$ cat config.mk
export PLATFORM = sky130hd
export DESIGN_NAME = irq_ack_ctrl
export DESIGN_NICKNAME = d
export VERILOG_FILES = /design/src/logic/irq_ack_pkg.sv /design/src/logic/cause_bank.sv /design/src/logic/irq_ack_ctrl.sv
export SDC_FILE = /design/constraint.sdc
export NUM_CORES = 1
export LEC_CHECK = 0
export BUFFER_PORTS_ARGS = -buffer_cell sky130_fd_sc_hd__buf_2
export CORE_ASPECT_RATIO = 1.75
export CORE_MARGIN = 2
export CORE_UTILIZATION = 54
export CTS_CLUSTER_DIAMETER = 200
export DETAILED_ROUTE_END_ITERATION = 7
export GPL_TIMING_DRIVEN = 0
export PLACE_DENSITY = 0.81
export SYNTH_ARGS = -nofsm -noshare
export SYNTH_HDL_FRONTEND = slang
export SYNTH_HIERARCHICAL = 1
export SYNTH_SLANG_ARGS = --single-unit
$ cat constraint.sdc
create_clock -name MCLK -period 3 [get_ports MCLK]
set_input_delay 0.45 -clock MCLK [delete_from_list [all_inputs] [get_ports MCLK]]
set_output_delay 0.45 -clock MCLK [all_outputs]
set_load 0.02 [all_outputs]
$ cat src/logic/irq_ack_pkg.sv
// Constants, register map and types for the interrupt request and acknowledge block
package irq_ack_pkg;

    // APB register byte offsets
    localparam logic [7:0] CONFIG_OFFSET = 8'h00;
    localparam logic [7:0] MASK_OFFSET = 8'h04;
    localparam logic [7:0] CAUSE_LOW_OFFSET = 8'h08;
    localparam logic [7:0] CAUSE_HIGH_OFFSET = 8'h0C;
    localparam logic [7:0] PP_CAUSE_OFFSET = 8'h10;
    localparam logic [7:0] SUMMARY_OFFSET = 8'h14;

    // Config register fields
    localparam int CFG_BUS_STYLE_BIT = 0;
    localparam int CFG_DAISY_BIT = 1;
    localparam int CFG_PORT_LSB = 2;
    localparam int CFG_SLAVE_LSB = 4;
    localparam int CFG_PP_EN_BIT = 6;
    localparam int CFG_VBASE_LSB = 8;
    localparam logic [31:0] CONFIG_RESET = 32'h0000_0000;
    localparam logic [31:0] CONFIG_WMASK = 32'h0000_FF7F;

    // Mask register fields, a set bit blocks the source
    localparam int MASK_LOW_LSB = 0;
    localparam int MASK_HIGH_LSB = 8;
    localparam int MASK_PP_LSB = 16;
    localparam logic [31:0] MASK_RESET = 32'h00FF_FFFF;
    localparam logic [31:0] MASK_WMASK = 32'h00FF_FFFF;

    // Summary register fields
    localparam int SUM_REQ_BIT = 3;
    localparam int SUM_GRP_LSB = 8;

    // Source and group geometry
    localparam int BANK_W = 8;
    localparam int SRC_W = 24;
    localparam int GROUPS = 8;
    localparam int GRP_W = 3;
    localparam int GRP_SIZE = 3;
    localparam int VEC_W = 8;

    // Request pin electrical style
    typedef enum logic [1:0]
    {
        PORT_PP_LOW = 2'h0,
        PORT_PP_HIGH = 2'h1,
        PORT_OPEN_DRAIN = 2'h2
    } port_style_t;

    // Acknowledge sequence, Gray coded along the two-cycle path
    typedef enum logic [1:0]
    {
        ACK_IDLE = 2'b00,
        ACK_FIRST = 2'b01,
        ACK_GAP = 2'b11,
        ACK_SECOND = 2'b10
    } ack_state_t;

endpackage
$ cat src/logic/cause_bank.sv
// One bank of sticky interrupt cause bits with write-one-to-clear
`timescale 1ns/1ps
`default_nettype none
module cause_bank
(
    input wire logic clk, // Block clock
    input wire logic rst_n, // Asynchronous reset, active low
    input wire logic [irq_ack_pkg::BANK_W-1:0] set_in, // Event pulses
    input wire logic [irq_ack_pkg::BANK_W-1:0] clear_in, // Clear strobes
    output logic [irq_ack_pkg::BANK_W-1:0] cause_out // Sticky cause bits
);

    logic [irq_ack_pkg::BANK_W-1:0] cause_reg;
    logic [irq_ack_pkg::BANK_W-1:0] cause_next;

    // Set wins over clear so an event in the clearing cycle survives
    always_comb
    begin
        cause_next = (cause_reg & ~clear_in) | set_in;
    end

    // Register stage
    always_ff @(posedge clk or negedge rst_n)
    begin
        if (!rst_n)
            cause_reg <= '0;
        else
            cause_reg <= cause_next;
    end

    assign cause_out = cause_reg;

endmodule // cause_bank
`default_nettype wire

$ cat src/logic/irq_ack_ctrl.sv
// Interrupt request merge, acknowledge vector and transfer acknowledge logic
`timescale 1ns/1ps
`default_nettype none
module irq_ack_ctrl
(
    input wire logic MCLK, // Block clock
    input wire logic ARST_N, // Asynchronous reset, active low
    input wire logic PSEL, // APB select
    input wire logic PENABLE, // APB access phase
    input wire logic PWRITE, // APB direction
    input wire logic [7:0] PADDR, // APB byte address
    input wire logic [31:0] PWDATA, // APB write data
    output logic [31:0] PRDATA, // APB read data
    output logic PREADY, // APB ready
    output logic PSLVERR, // APB error on unmapped address
    input wire logic [7:0] CH_EVENT_LOW, // Channel event pulses, low bank
    input wire logic [7:0] CH_EVENT_HIGH, // Channel event pulses, high bank
    input wire logic [7:0] PP_EVENT, // Parallel port event pulses
    input wire logic CHIP_SELECT_N, // Host select
    input wire logic BUS_STROBE_N, // Read or data strobe
    input wire logic WRITE_N, // Write strobe or direction
    input wire logic VECTOR_FETCH_STROBE_N, // Interrupt acknowledge
    input wire logic DMA_ACK_CHAN_A_N, // DMA acknowledge A
    input wire logic DMA_ACK_CHAN_B_N, // DMA acknowledge B
    input wire logic CHAIN_ENABLE_IN, // Chain enable in, address bit 1
    input wire logic CHAIN_ENABLE_OUT_I, // Chain pin level, address bit 0
    output logic CHAIN_ENABLE_OUT_O, // Chain enable out level
    output logic CHAIN_ENABLE_OUT_OE, // Chain pin driven
    output logic SERVICE_REQ_O, // Request pin level
    output logic SERVICE_REQ_OE, // Request pin driven
    output logic TRANSFER_ACK_OUT_N, // Transfer ack level, always low
    output logic TRANSFER_ACK_OUT_OE, // Transfer ack driven low
    output logic [7:0] DATA_O, // Vector byte
    output logic DATA_OE // Vector byte driven
);

    logic [31:0] config_reg, config_next;
    logic [31:0] mask_reg, mask_next;
    logic [31:0] prdata_reg, prdata_next;
    logic req_reg, req_next;
    logic tack_reg, tack_next;
    logic fetch_prev_reg, fetch_prev_next;
    logic [7:0] vec_reg, vec_next;
    logic [2:0] grp_reg, grp_next;
    irq_ack_pkg::ack_state_t state_reg, state_next;
    logic [7:0] cause_low, cause_high, cause_pp;
    logic [7:0] clr_low, clr_high, clr_pp;
    logic [23:0] pend, pend_after, grp_clr_mask;
    logic [7:0] grp_active;
    logic [2:0] win_idx;
    logic any_pend, two_cycle, daisy, pp_en, wr_en, rd_setup, addr_ok;
    logic ack_active, ack_rise, ack_fall, addr_match, accept_ok, complete, holdoff;
    logic reg_cycle, tack_cond, in_service;
    logic [1:0] slave_addr;
    irq_ack_pkg::port_style_t port_style;

    // Configuration fields
    assign two_cycle = config_reg[irq_ack_pkg::CFG_BUS_STYLE_BIT];
    assign daisy = config_reg[irq_ack_pkg::CFG_DAISY_BIT];
    assign pp_en = config_reg[irq_ack_pkg::CFG_PP_EN_BIT];
    assign port_style = irq_ack_pkg::port_style_t'(config_reg[irq_ack_pkg::CFG_PORT_LSB +: 2]);
    assign slave_addr = config_reg[irq_ack_pkg::CFG_SLAVE_LSB +: 2];

    // APB decode, no wait state; read data is captured into a flop in the setup phase
    assign wr_en = PSEL && PENABLE && PWRITE;
    assign rd_setup = PSEL && !PENABLE && !PWRITE;
    assign addr_ok = (PADDR == irq_ack_pkg::CONFIG_OFFSET) || (PADDR == irq_ack_pkg::MASK_OFFSET) ||
        (PADDR == irq_ack_pkg::CAUSE_LOW_OFFSET) || (PADDR == irq_ack_pkg::CAUSE_HIGH_OFFSET) ||
        (PADDR == irq_ack_pkg::PP_CAUSE_OFFSET) || (PADDR == irq_ack_pkg::SUMMARY_OFFSET);
    assign PREADY = PSEL && PENABLE;
    assign PSLVERR = PSEL && PENABLE && !addr_ok;
    assign PRDATA = prdata_reg;

    // Cause banks: channel events always record, parallel port events only with pp_en; masks only gate the request
    cause_bank u_cause_low (.clk(MCLK), .rst_n(ARST_N), .set_in(CH_EVENT_LOW),
        .clear_in(clr_low), .cause_out(cause_low));
    cause_bank u_cause_high (.clk(MCLK), .rst_n(ARST_N), .set_in(CH_EVENT_HIGH),
        .clear_in(clr_high), .cause_out(cause_high));
    cause_bank u_cause_pp (.clk(MCLK), .rst_n(ARST_N), .set_in(PP_EVENT & {irq_ack_pkg::BANK_W{pp_en}}),
        .clear_in(clr_pp), .cause_out(cause_pp));

    // Software write-one-to-clear plus clear of the serviced group
    always_comb
    begin
        clr_low = grp_clr_mask[7:0];
        clr_high = grp_clr_mask[15:8];
        clr_pp = grp_clr_mask[23:16];
        if (wr_en && PADDR == irq_ack_pkg::CAUSE_LOW_OFFSET)
            clr_low = clr_low | PWDATA[7:0];
        if (wr_en && PADDR == irq_ack_pkg::CAUSE_HIGH_OFFSET)
            clr_high = clr_high | PWDATA[7:0];
        if (wr_en && PADDR == irq_ack_pkg::PP_CAUSE_OFFSET)
            clr_pp = clr_pp | PWDATA[7:0];
    end

    // Masked pending sources and fixed-priority groups, group 0 highest
    always_comb
    begin
        pend = {cause_pp & ~mask_reg[irq_ack_pkg::MASK_PP_LSB +: 8],
            cause_high & ~mask_reg[irq_ack_pkg::MASK_HIGH_LSB +: 8],
            cause_low & ~mask_reg[irq_ack_pkg::MASK_LOW_LSB +: 8]};
        win_idx = '0;
        for (int g = 0; g < irq_ack_pkg::GROUPS; g++)
            grp_active[g] = |pend[g*irq_ack_pkg::GRP_SIZE +: irq_ack_pkg::GRP_SIZE];
        for (int g = irq_ack_pkg::GROUPS - 1; g >= 0; g--)
            if (grp_active[g])
                win_idx = 3'(g);
        grp_clr_mask = '0;
        if (complete)
            grp_clr_mask[grp_reg*irq_ack_pkg::GRP_SIZE +: irq_ack_pkg::GRP_SIZE] = '1;
        pend_after = pend & ~grp_clr_mask;
    end
    assign any_pend = |pend;

    // Acknowledge cycle detect; single strobe needs the data strobe too
    assign ack_active = !VECTOR_FETCH_STROBE_N && (two_cycle || !BUS_STROBE_N);
    assign ack_rise = ack_active && !fetch_prev_reg;
    assign ack_fall = !ack_active && fetch_prev_reg;
    assign addr_match = {CHAIN_ENABLE_IN, CHAIN_ENABLE_OUT_I} == slave_addr;
    assign accept_ok = req_reg && (daisy ? CHAIN_ENABLE_IN : addr_match);
    assign in_service = state_reg != irq_ack_pkg::ACK_IDLE;

    // Acknowledge sequence
    always_comb
    begin
        state_next = state_reg;
        complete = 1'b0;
        fetch_prev_next = ack_active;
        unique case (state_reg)
            irq_ack_pkg::ACK_IDLE:
                if (ack_rise && accept_ok)
                    state_next = irq_ack_pkg::ACK_FIRST;
            irq_ack_pkg::ACK_FIRST:
                if (ack_fall)
                begin
                    state_next = two_cycle ? irq_ack_pkg::ACK_GAP : irq_ack_pkg::ACK_IDLE;
                    complete = !two_cycle;
                end
            irq_ack_pkg::ACK_GAP:
                if (ack_rise)
                    state_next = irq_ack_pkg::ACK_SECOND;
            irq_ack_pkg::ACK_SECOND:
                if (ack_fall)
                begin
                    state_next = irq_ack_pkg::ACK_IDLE;
                    complete = 1'b1;
                end
        endcase
        // Chain enable lost mid-sequence aborts without servicing
        if (daisy && !CHAIN_ENABLE_IN && in_service)
        begin
            state_next = irq_ack_pkg::ACK_IDLE;
            complete = 1'b0;
        end
    end

    // Request: hold-off covers the cycle and the gap of the two-cycle style
    assign holdoff = ack_active || state_reg == irq_ack_pkg::ACK_GAP;
    always_comb
    begin
        if (daisy && !CHAIN_ENABLE_IN)
            req_next = 1'b0;
        else if (complete)
            req_next = |pend_after;
        else if (!any_pend)
            req_next = 1'b0;
        else if (req_reg)
            req_next = 1'b1;
        else
            req_next = !holdoff;
    end

    // Vector latched at acceptance so it stays stable for the cycle
    always_comb
    begin
        vec_next = vec_reg;
        grp_next = grp_reg;
        if (state_reg == irq_ack_pkg::ACK_IDLE && state_next == irq_ack_pkg::ACK_FIRST)
        begin
            grp_next = win_idx;
            vec_next = {config_reg[irq_ack_pkg::CFG_VBASE_LSB + irq_ack_pkg::GRP_W +: 5], win_idx};
        end
    end

    // Transfer ack: host cycles exclude acknowledge, select is idle then
    assign reg_cycle = !CHIP_SELECT_N && VECTOR_FETCH_STROBE_N &&
        (!BUS_STROBE_N || (two_cycle && !WRITE_N));
    assign tack_cond = reg_cycle || (ack_active && (state_reg == irq_ack_pkg::ACK_FIRST ||
        state_reg == irq_ack_pkg::ACK_SECOND));
    assign tack_next = tack_cond;
    assign TRANSFER_ACK_OUT_N = 1'b0;
    assign TRANSFER_ACK_OUT_OE = tack_reg && tack_cond;

    // Vector drive, second cycle only in the two-cycle style
    assign DATA_O = vec_reg;
    assign DATA_OE = ack_active && (two_cycle ? state_reg == irq_ack_pkg::ACK_SECOND :
        state_reg == irq_ack_pkg::ACK_FIRST && !BUS_STROBE_N);

    // Request pin style; code 3 is unused and falls back to active low
    always_comb
    begin
        SERVICE_REQ_O = 1'b0;
        SERVICE_REQ_OE = 1'b1;
        unique case (port_style)
            irq_ack_pkg::PORT_PP_HIGH: SERVICE_REQ_O = req_reg;
            irq_ack_pkg::PORT_OPEN_DRAIN: SERVICE_REQ_OE = req_reg;
            default: SERVICE_REQ_O = !req_reg;
        endcase
    end

    // Chain out: combinational so lower devices block at once
    assign CHAIN_ENABLE_OUT_O = CHAIN_ENABLE_IN && !req_reg;
    assign CHAIN_ENABLE_OUT_OE = daisy;

    // Register writes in the access phase, read data capture in the setup phase
    always_comb
    begin
        config_next = config_reg;
        mask_next = mask_reg;
        prdata_next = prdata_reg;
        if (wr_en && PADDR == irq_ack_pkg::CONFIG_OFFSET)
            config_next = PWDATA & irq_ack_pkg::CONFIG_WMASK;
        if (wr_en && PADDR == irq_ack_pkg::MASK_OFFSET)
            mask_next = PWDATA & irq_ack_pkg::MASK_WMASK;
        if (rd_setup)
        begin
            prdata_next = '0;
            unique case (PADDR)
                irq_ack_pkg::CONFIG_OFFSET: prdata_next = config_reg;
                irq_ack_pkg::MASK_OFFSET: prdata_next = mask_reg;
                irq_ack_pkg::CAUSE_LOW_OFFSET: prdata_next[7:0] = cause_low;
                irq_ack_pkg::CAUSE_HIGH_OFFSET: prdata_next[7:0] = cause_high;
                irq_ack_pkg::PP_CAUSE_OFFSET: prdata_next[7:0] = cause_pp;
                irq_ack_pkg::SUMMARY_OFFSET:
                begin
                    prdata_next[2:0] = {|cause_pp, |cause_high, |cause_low};
                    prdata_next[irq_ack_pkg::SUM_REQ_BIT] = req_reg;
                    prdata_next[irq_ack_pkg::SUM_GRP_LSB +: 3] = grp_reg;
                end
                default: prdata_next = '0;
            endcase
        end
    end

    // Register stage for all state
    always_ff @(posedge MCLK or negedge ARST_N)
    begin
        if (!ARST_N)
        begin
            config_reg <= irq_ack_pkg::CONFIG_RESET;
            mask_reg <= irq_ack_pkg::MASK_RESET;
            prdata_reg <= '0;
            req_reg <= 1'b0;
            tack_reg <= 1'b0;
            fetch_prev_reg <= 1'b0;
            vec_reg <= '0;
            grp_reg <= '0;
            state_reg <= irq_ack_pkg::ACK_IDLE;
        end
        else
        begin
            config_reg <= config_next;
            mask_reg <= mask_next;
            prdata_reg <= prdata_next;
            req_reg <= req_next;
            tack_reg <= tack_next;
            fetch_prev_reg <= fetch_prev_next;
            vec_reg <= vec_next;
            grp_reg <= grp_next;
            state_reg <= state_next;
        end
    end
endmodule // irq_ack_ctrl
`default_nettype wire

==> impl_summary.log <==
[metrics] status: complete, no violations
[metrics] Fin Setup TNS: 0 ps
[metrics] worst setup skew after layout: 10.91 ps
[metrics] Hold WC Path Type: in2async
[metrics] initial standard-cell utilization of the core: between 50% and 60%
[metrics] number of H-tree levels: 3
[metrics] DIE HEIGHT: 136.2 microns
[metrics] proportion of synthesized flip-flops having asynchronous set or reset: 100.0%
[metrics] clock buffer depth: 2
[metrics] register share of total power: between 40% and 50%
[metrics] proportion of power drawn by the clock network: 35.8%
[metrics] Mean Syn Cell Area: between 10 and 15 sq um
[metrics] total congestion overflow after global routing: 0
[metrics] ratio of cells with drive above 1 in the final layout: 32.53%
[metrics] highest clock rate: ~360 MHz
[metrics] overall global routing resource usage: 30.05%
[metrics] Gate Count Post-Synth: 534
[metrics] most frequent cells in the layout: sky130_fd_sc_hd__buf_2, sky130_fd_sc_hd__dfrtp_1, sky130_fd_sc_hd__inv_1
[metrics] CTS tree: yes
[metrics] Maximum Capacitance Violations: 0
[metrics] Detail Route Antenna Nets: 0
[metrics] wire length of the first global-routing pass: 24,040 microns
[metrics] length of the first detailed-routing pass in iterations: 8
[metrics] Antenna Diode Count: 0
[metrics] kind of start point of the critical path: flip-flop
[metrics] Cells after DPL: 773
[metrics] overall die area: 0.01084 sq mm
[metrics] Syn Std Cell Area: 0.005394 sq mm
[metrics] number of remaining DRC errors: 0
[metrics] number of enable flip-flop cells after synthesis: 0
[metrics] wire length after detailed routing: 15,660 microns
[metrics] hold buffer count at cts: 0
[metrics] switching fraction of total power: 30.18%
[metrics] share of the cycle needed by the critical path after routing: around 93%
[metrics] pin count of the biggest net entering global routing: 52
[metrics] final instance count without filler cells: 789
[metrics] number of slew-limit violations in the final report: 0
[metrics] Worst IR Drop VDD: 0.3326 mV
[metrics] gpl congestion: 0.9409
[metrics] main flop type after synthesis: sky130_fd_sc_hd__dfrtp_1
[metrics] # port buffers: about 110
[metrics] vias in the first global route: around 4.6k
[metrics] Nets: about 750
[metrics] distinct cell type count of the synthesized netlist: 59
[metrics] Core Region: slightly below 0.01 sq mm
[metrics] PwrDens: 495.5 mW/mm^2
[metrics] final hold violations: 0
[metrics] final setup fails: 0
[metrics] clock network latency to the later pin of the worst-skew pair: 360 ps
[metrics] cell-internal power: 2.225 mW
[metrics] proportion of power drawn by combinational gates: 17.0%
[metrics] clock-pin slew reported for the worst setup and hold paths after clock tree synthesis: 70 ps
[metrics] Worst Path Required: 3260 ps
[metrics] initial drt markers: between 300 and 400
[metrics] Slew @ Worst Pin: 879.4 ps
[metrics] wire length per cell: about 20 microns
[metrics] initial antenna violation count: 0
[metrics] number of top-level pins: 126
[metrics] Die X: 79.55 microns
[metrics] critical path class: reg2reg
[metrics] Post-DP HPWL: between 10,000 and 15,000 microns
[metrics] Yosys warning count: 6
[metrics] Core Rows: 48
[metrics] total net switching power: 0.9617 mW
[metrics] via-per-instance ratio: 5.798
[metrics] relative slew slack: approximately 41%
[metrics] CTS buffer count: 9
[metrics] Max Fanout on Critical Path: 10
[metrics] total number of vias: 4,575
[metrics] Worst setup EP type: flip-flop
[metrics] standby leakage power: 3.297 nW
[metrics] area growth from synthesis to layout: 19.25%
[metrics] clock root buffer: sky130_fd_sc_hd__clkbuf_16
[metrics] # Post-CTS Setup Buffers: 0
[metrics] post-layout minimum cycle time: 2777 ps
[metrics] setup repair after global routing missed its margin: no
[metrics] data arrival time of the critical path: 3030 ps
[metrics] post-synthesis sequential element count: 100
[metrics] sequential fraction of the synthesis area: between 40% and 50%
[metrics] most common cell after layout, fill and taps aside: sky130_fd_sc_hd__buf_2
[metrics] TritonCTS Sinks: 100
==> kinds of logic after synthesis <==
family | Yosys count | share of synthesized area (%)
AND/OR/NAND/NOR | 144 | 13.62
multiplexers | 52 | 11.18
flip-flops | 100 | 46.95
adder cells (fa/ha/maj) | 10 | 2.320
XOR/XNOR | 3 | 0.4872
buffers and inverters | 85 | 6.912
AO/OA/AOI/OAI | 139 | 18.46
other | 1 | 0.06952
==> Yosys cell counts (7+ instances only) <==
master / instances / area, sq um
sky130_fd_sc_hd__buf_4: 9 / 67.56
sky130_fd_sc_hd__clkbuf_1: 13 / 48.80
sky130_fd_sc_hd__a21o_1: 49 / 367.9
sky130_fd_sc_hd__nand3_1: 12 / 60.06
sky130_fd_sc_hd__nand2b_1: 8 / 50.05
sky130_fd_sc_hd__o21ai_0: 15 / 75.07
sky130_fd_sc_hd__a221oi_1: 9 / 78.83
sky130_fd_sc_hd__nor3_1: 7 / 35.03
sky130_fd_sc_hd__and3_1: 9 / 56.30
sky130_fd_sc_hd__nor2_1: 26 / 97.59
sky130_fd_sc_hd__mux2i_1: 7 / 70.07
sky130_fd_sc_hd__a21oi_1: 18 / 90.09
sky130_fd_sc_hd__dfstp_2: 24 / 630.6
sky130_fd_sc_hd__dfrtp_1: 76 / 1902
sky130_fd_sc_hd__nand2_1: 48 / 180.2
sky130_fd_sc_hd__mux2_2: 40 / 450.4
sky130_fd_sc_hd__ha_1: 10 / 125.1
sky130_fd_sc_hd__a22oi_1: 7 / 52.55
sky130_fd_sc_hd__inv_1: 56 / 210.2
sky130_fd_sc_hd__and2_1: 12 / 75.07
==> layer usage <==
layer	GRT usage, %	share of wire, %
met5	0	0
met4	16.48	4.3
met3	4.781	5.1
met2	53.64	54
met1	33.42	37
==> layout make-up <==
| class | count | area (sq um) |
|---|---|---|
| Buffer | 29 | 162.7 |
| Clock buffer | 9 | 225.2 |
| Clock inverter | 7 | 65.06 |
| Fill cell | 793 | 3357 |
| Inverter | 56 | 210.2 |
| Multi-Input combinational cell | 357 | 2525 |
| Sequential cell | 100 | 2532 |
| Tap cell | 125 | 156.4 |
| Timing Repair Buffer | 106 | 555.5 |
==> timing repair <==
item | in CTS | in global routing
gates resized for setup | 0 | 1
endpoints found under the setup margin | 0 | 4
endpoints found under the hold margin | 0 | 0
==> worst max-delay path, stage by stage (launching register included) <==
cell and delay [ps]:
sky130_fd_sc_hd__dfrtp_1 450, sky130_fd_sc_hd__inv_1 140, sky130_fd_sc_hd__ha_1 280, sky130_fd_sc_hd__o21ai_0 130
sky130_fd_sc_hd__nor3_1 690, sky130_fd_sc_hd__nor4b_2 560, sky130_fd_sc_hd__a21o_1 200, sky130_fd_sc_hd__inv_1 50
sky130_fd_sc_hd__a21o_1 170
==> stage by stage <==
step	cell area [sq um]	setup slack, ps	hold WS (ps)	utilization (%)	total power [mW]
2_1_floorplan	5424	527.1	154.4	-	1.826
3_3_place_gp	6106	95.72	444.0	62.37	2.033
3_5_place_dp	6136	75.60	452.5	62.68	2.063
4_1_cts	6426	123.8	144.3	65.64	3.198
5_1_grt	6432	36.02	177.7	65.71	3.315
6_report	6432	222.5	120.6	65.71	3.187
==> power by group through the flow <==
stage,registers [mW],logic (mW),clock network (mW)
2_1_floorplan,1.54,0.287,0
3_5_place_dp,1.53,0.536,0
4_1_cts,1.50,0.541,1.15
5_1_grt,1.51,0.592,1.21
6_report,1.50,0.541,1.14
3_3_place_gp,1.52,0.510,0
==> worst paths after layout <==
| kind | cells past startpoint | start | end | slack, ps |
|---|---|---|---|---|
| setup reg to reg | 8 | state_reg[0] | u_cause_high/cause_out[5] | 220 |
| hold reg to reg | 2 | PRDATA[23] | PRDATA[23] | 460 |
| max in group asynchronous | 2 | ARST_N | mask_reg[17] | 2140 |
| min in group MCLK | 2 | CH_EVENT_HIGH[0] | u_cause_high/cause_out[0] | 260 |
| hold / removal | 1 | ARST_N | u_cause_pp/cause_out[0] | 120 |
| setup / recovery | 8 | state_reg[0] | u_cause_high/cause_out[5] | 220 |
(Power assumes the default switching activity.)
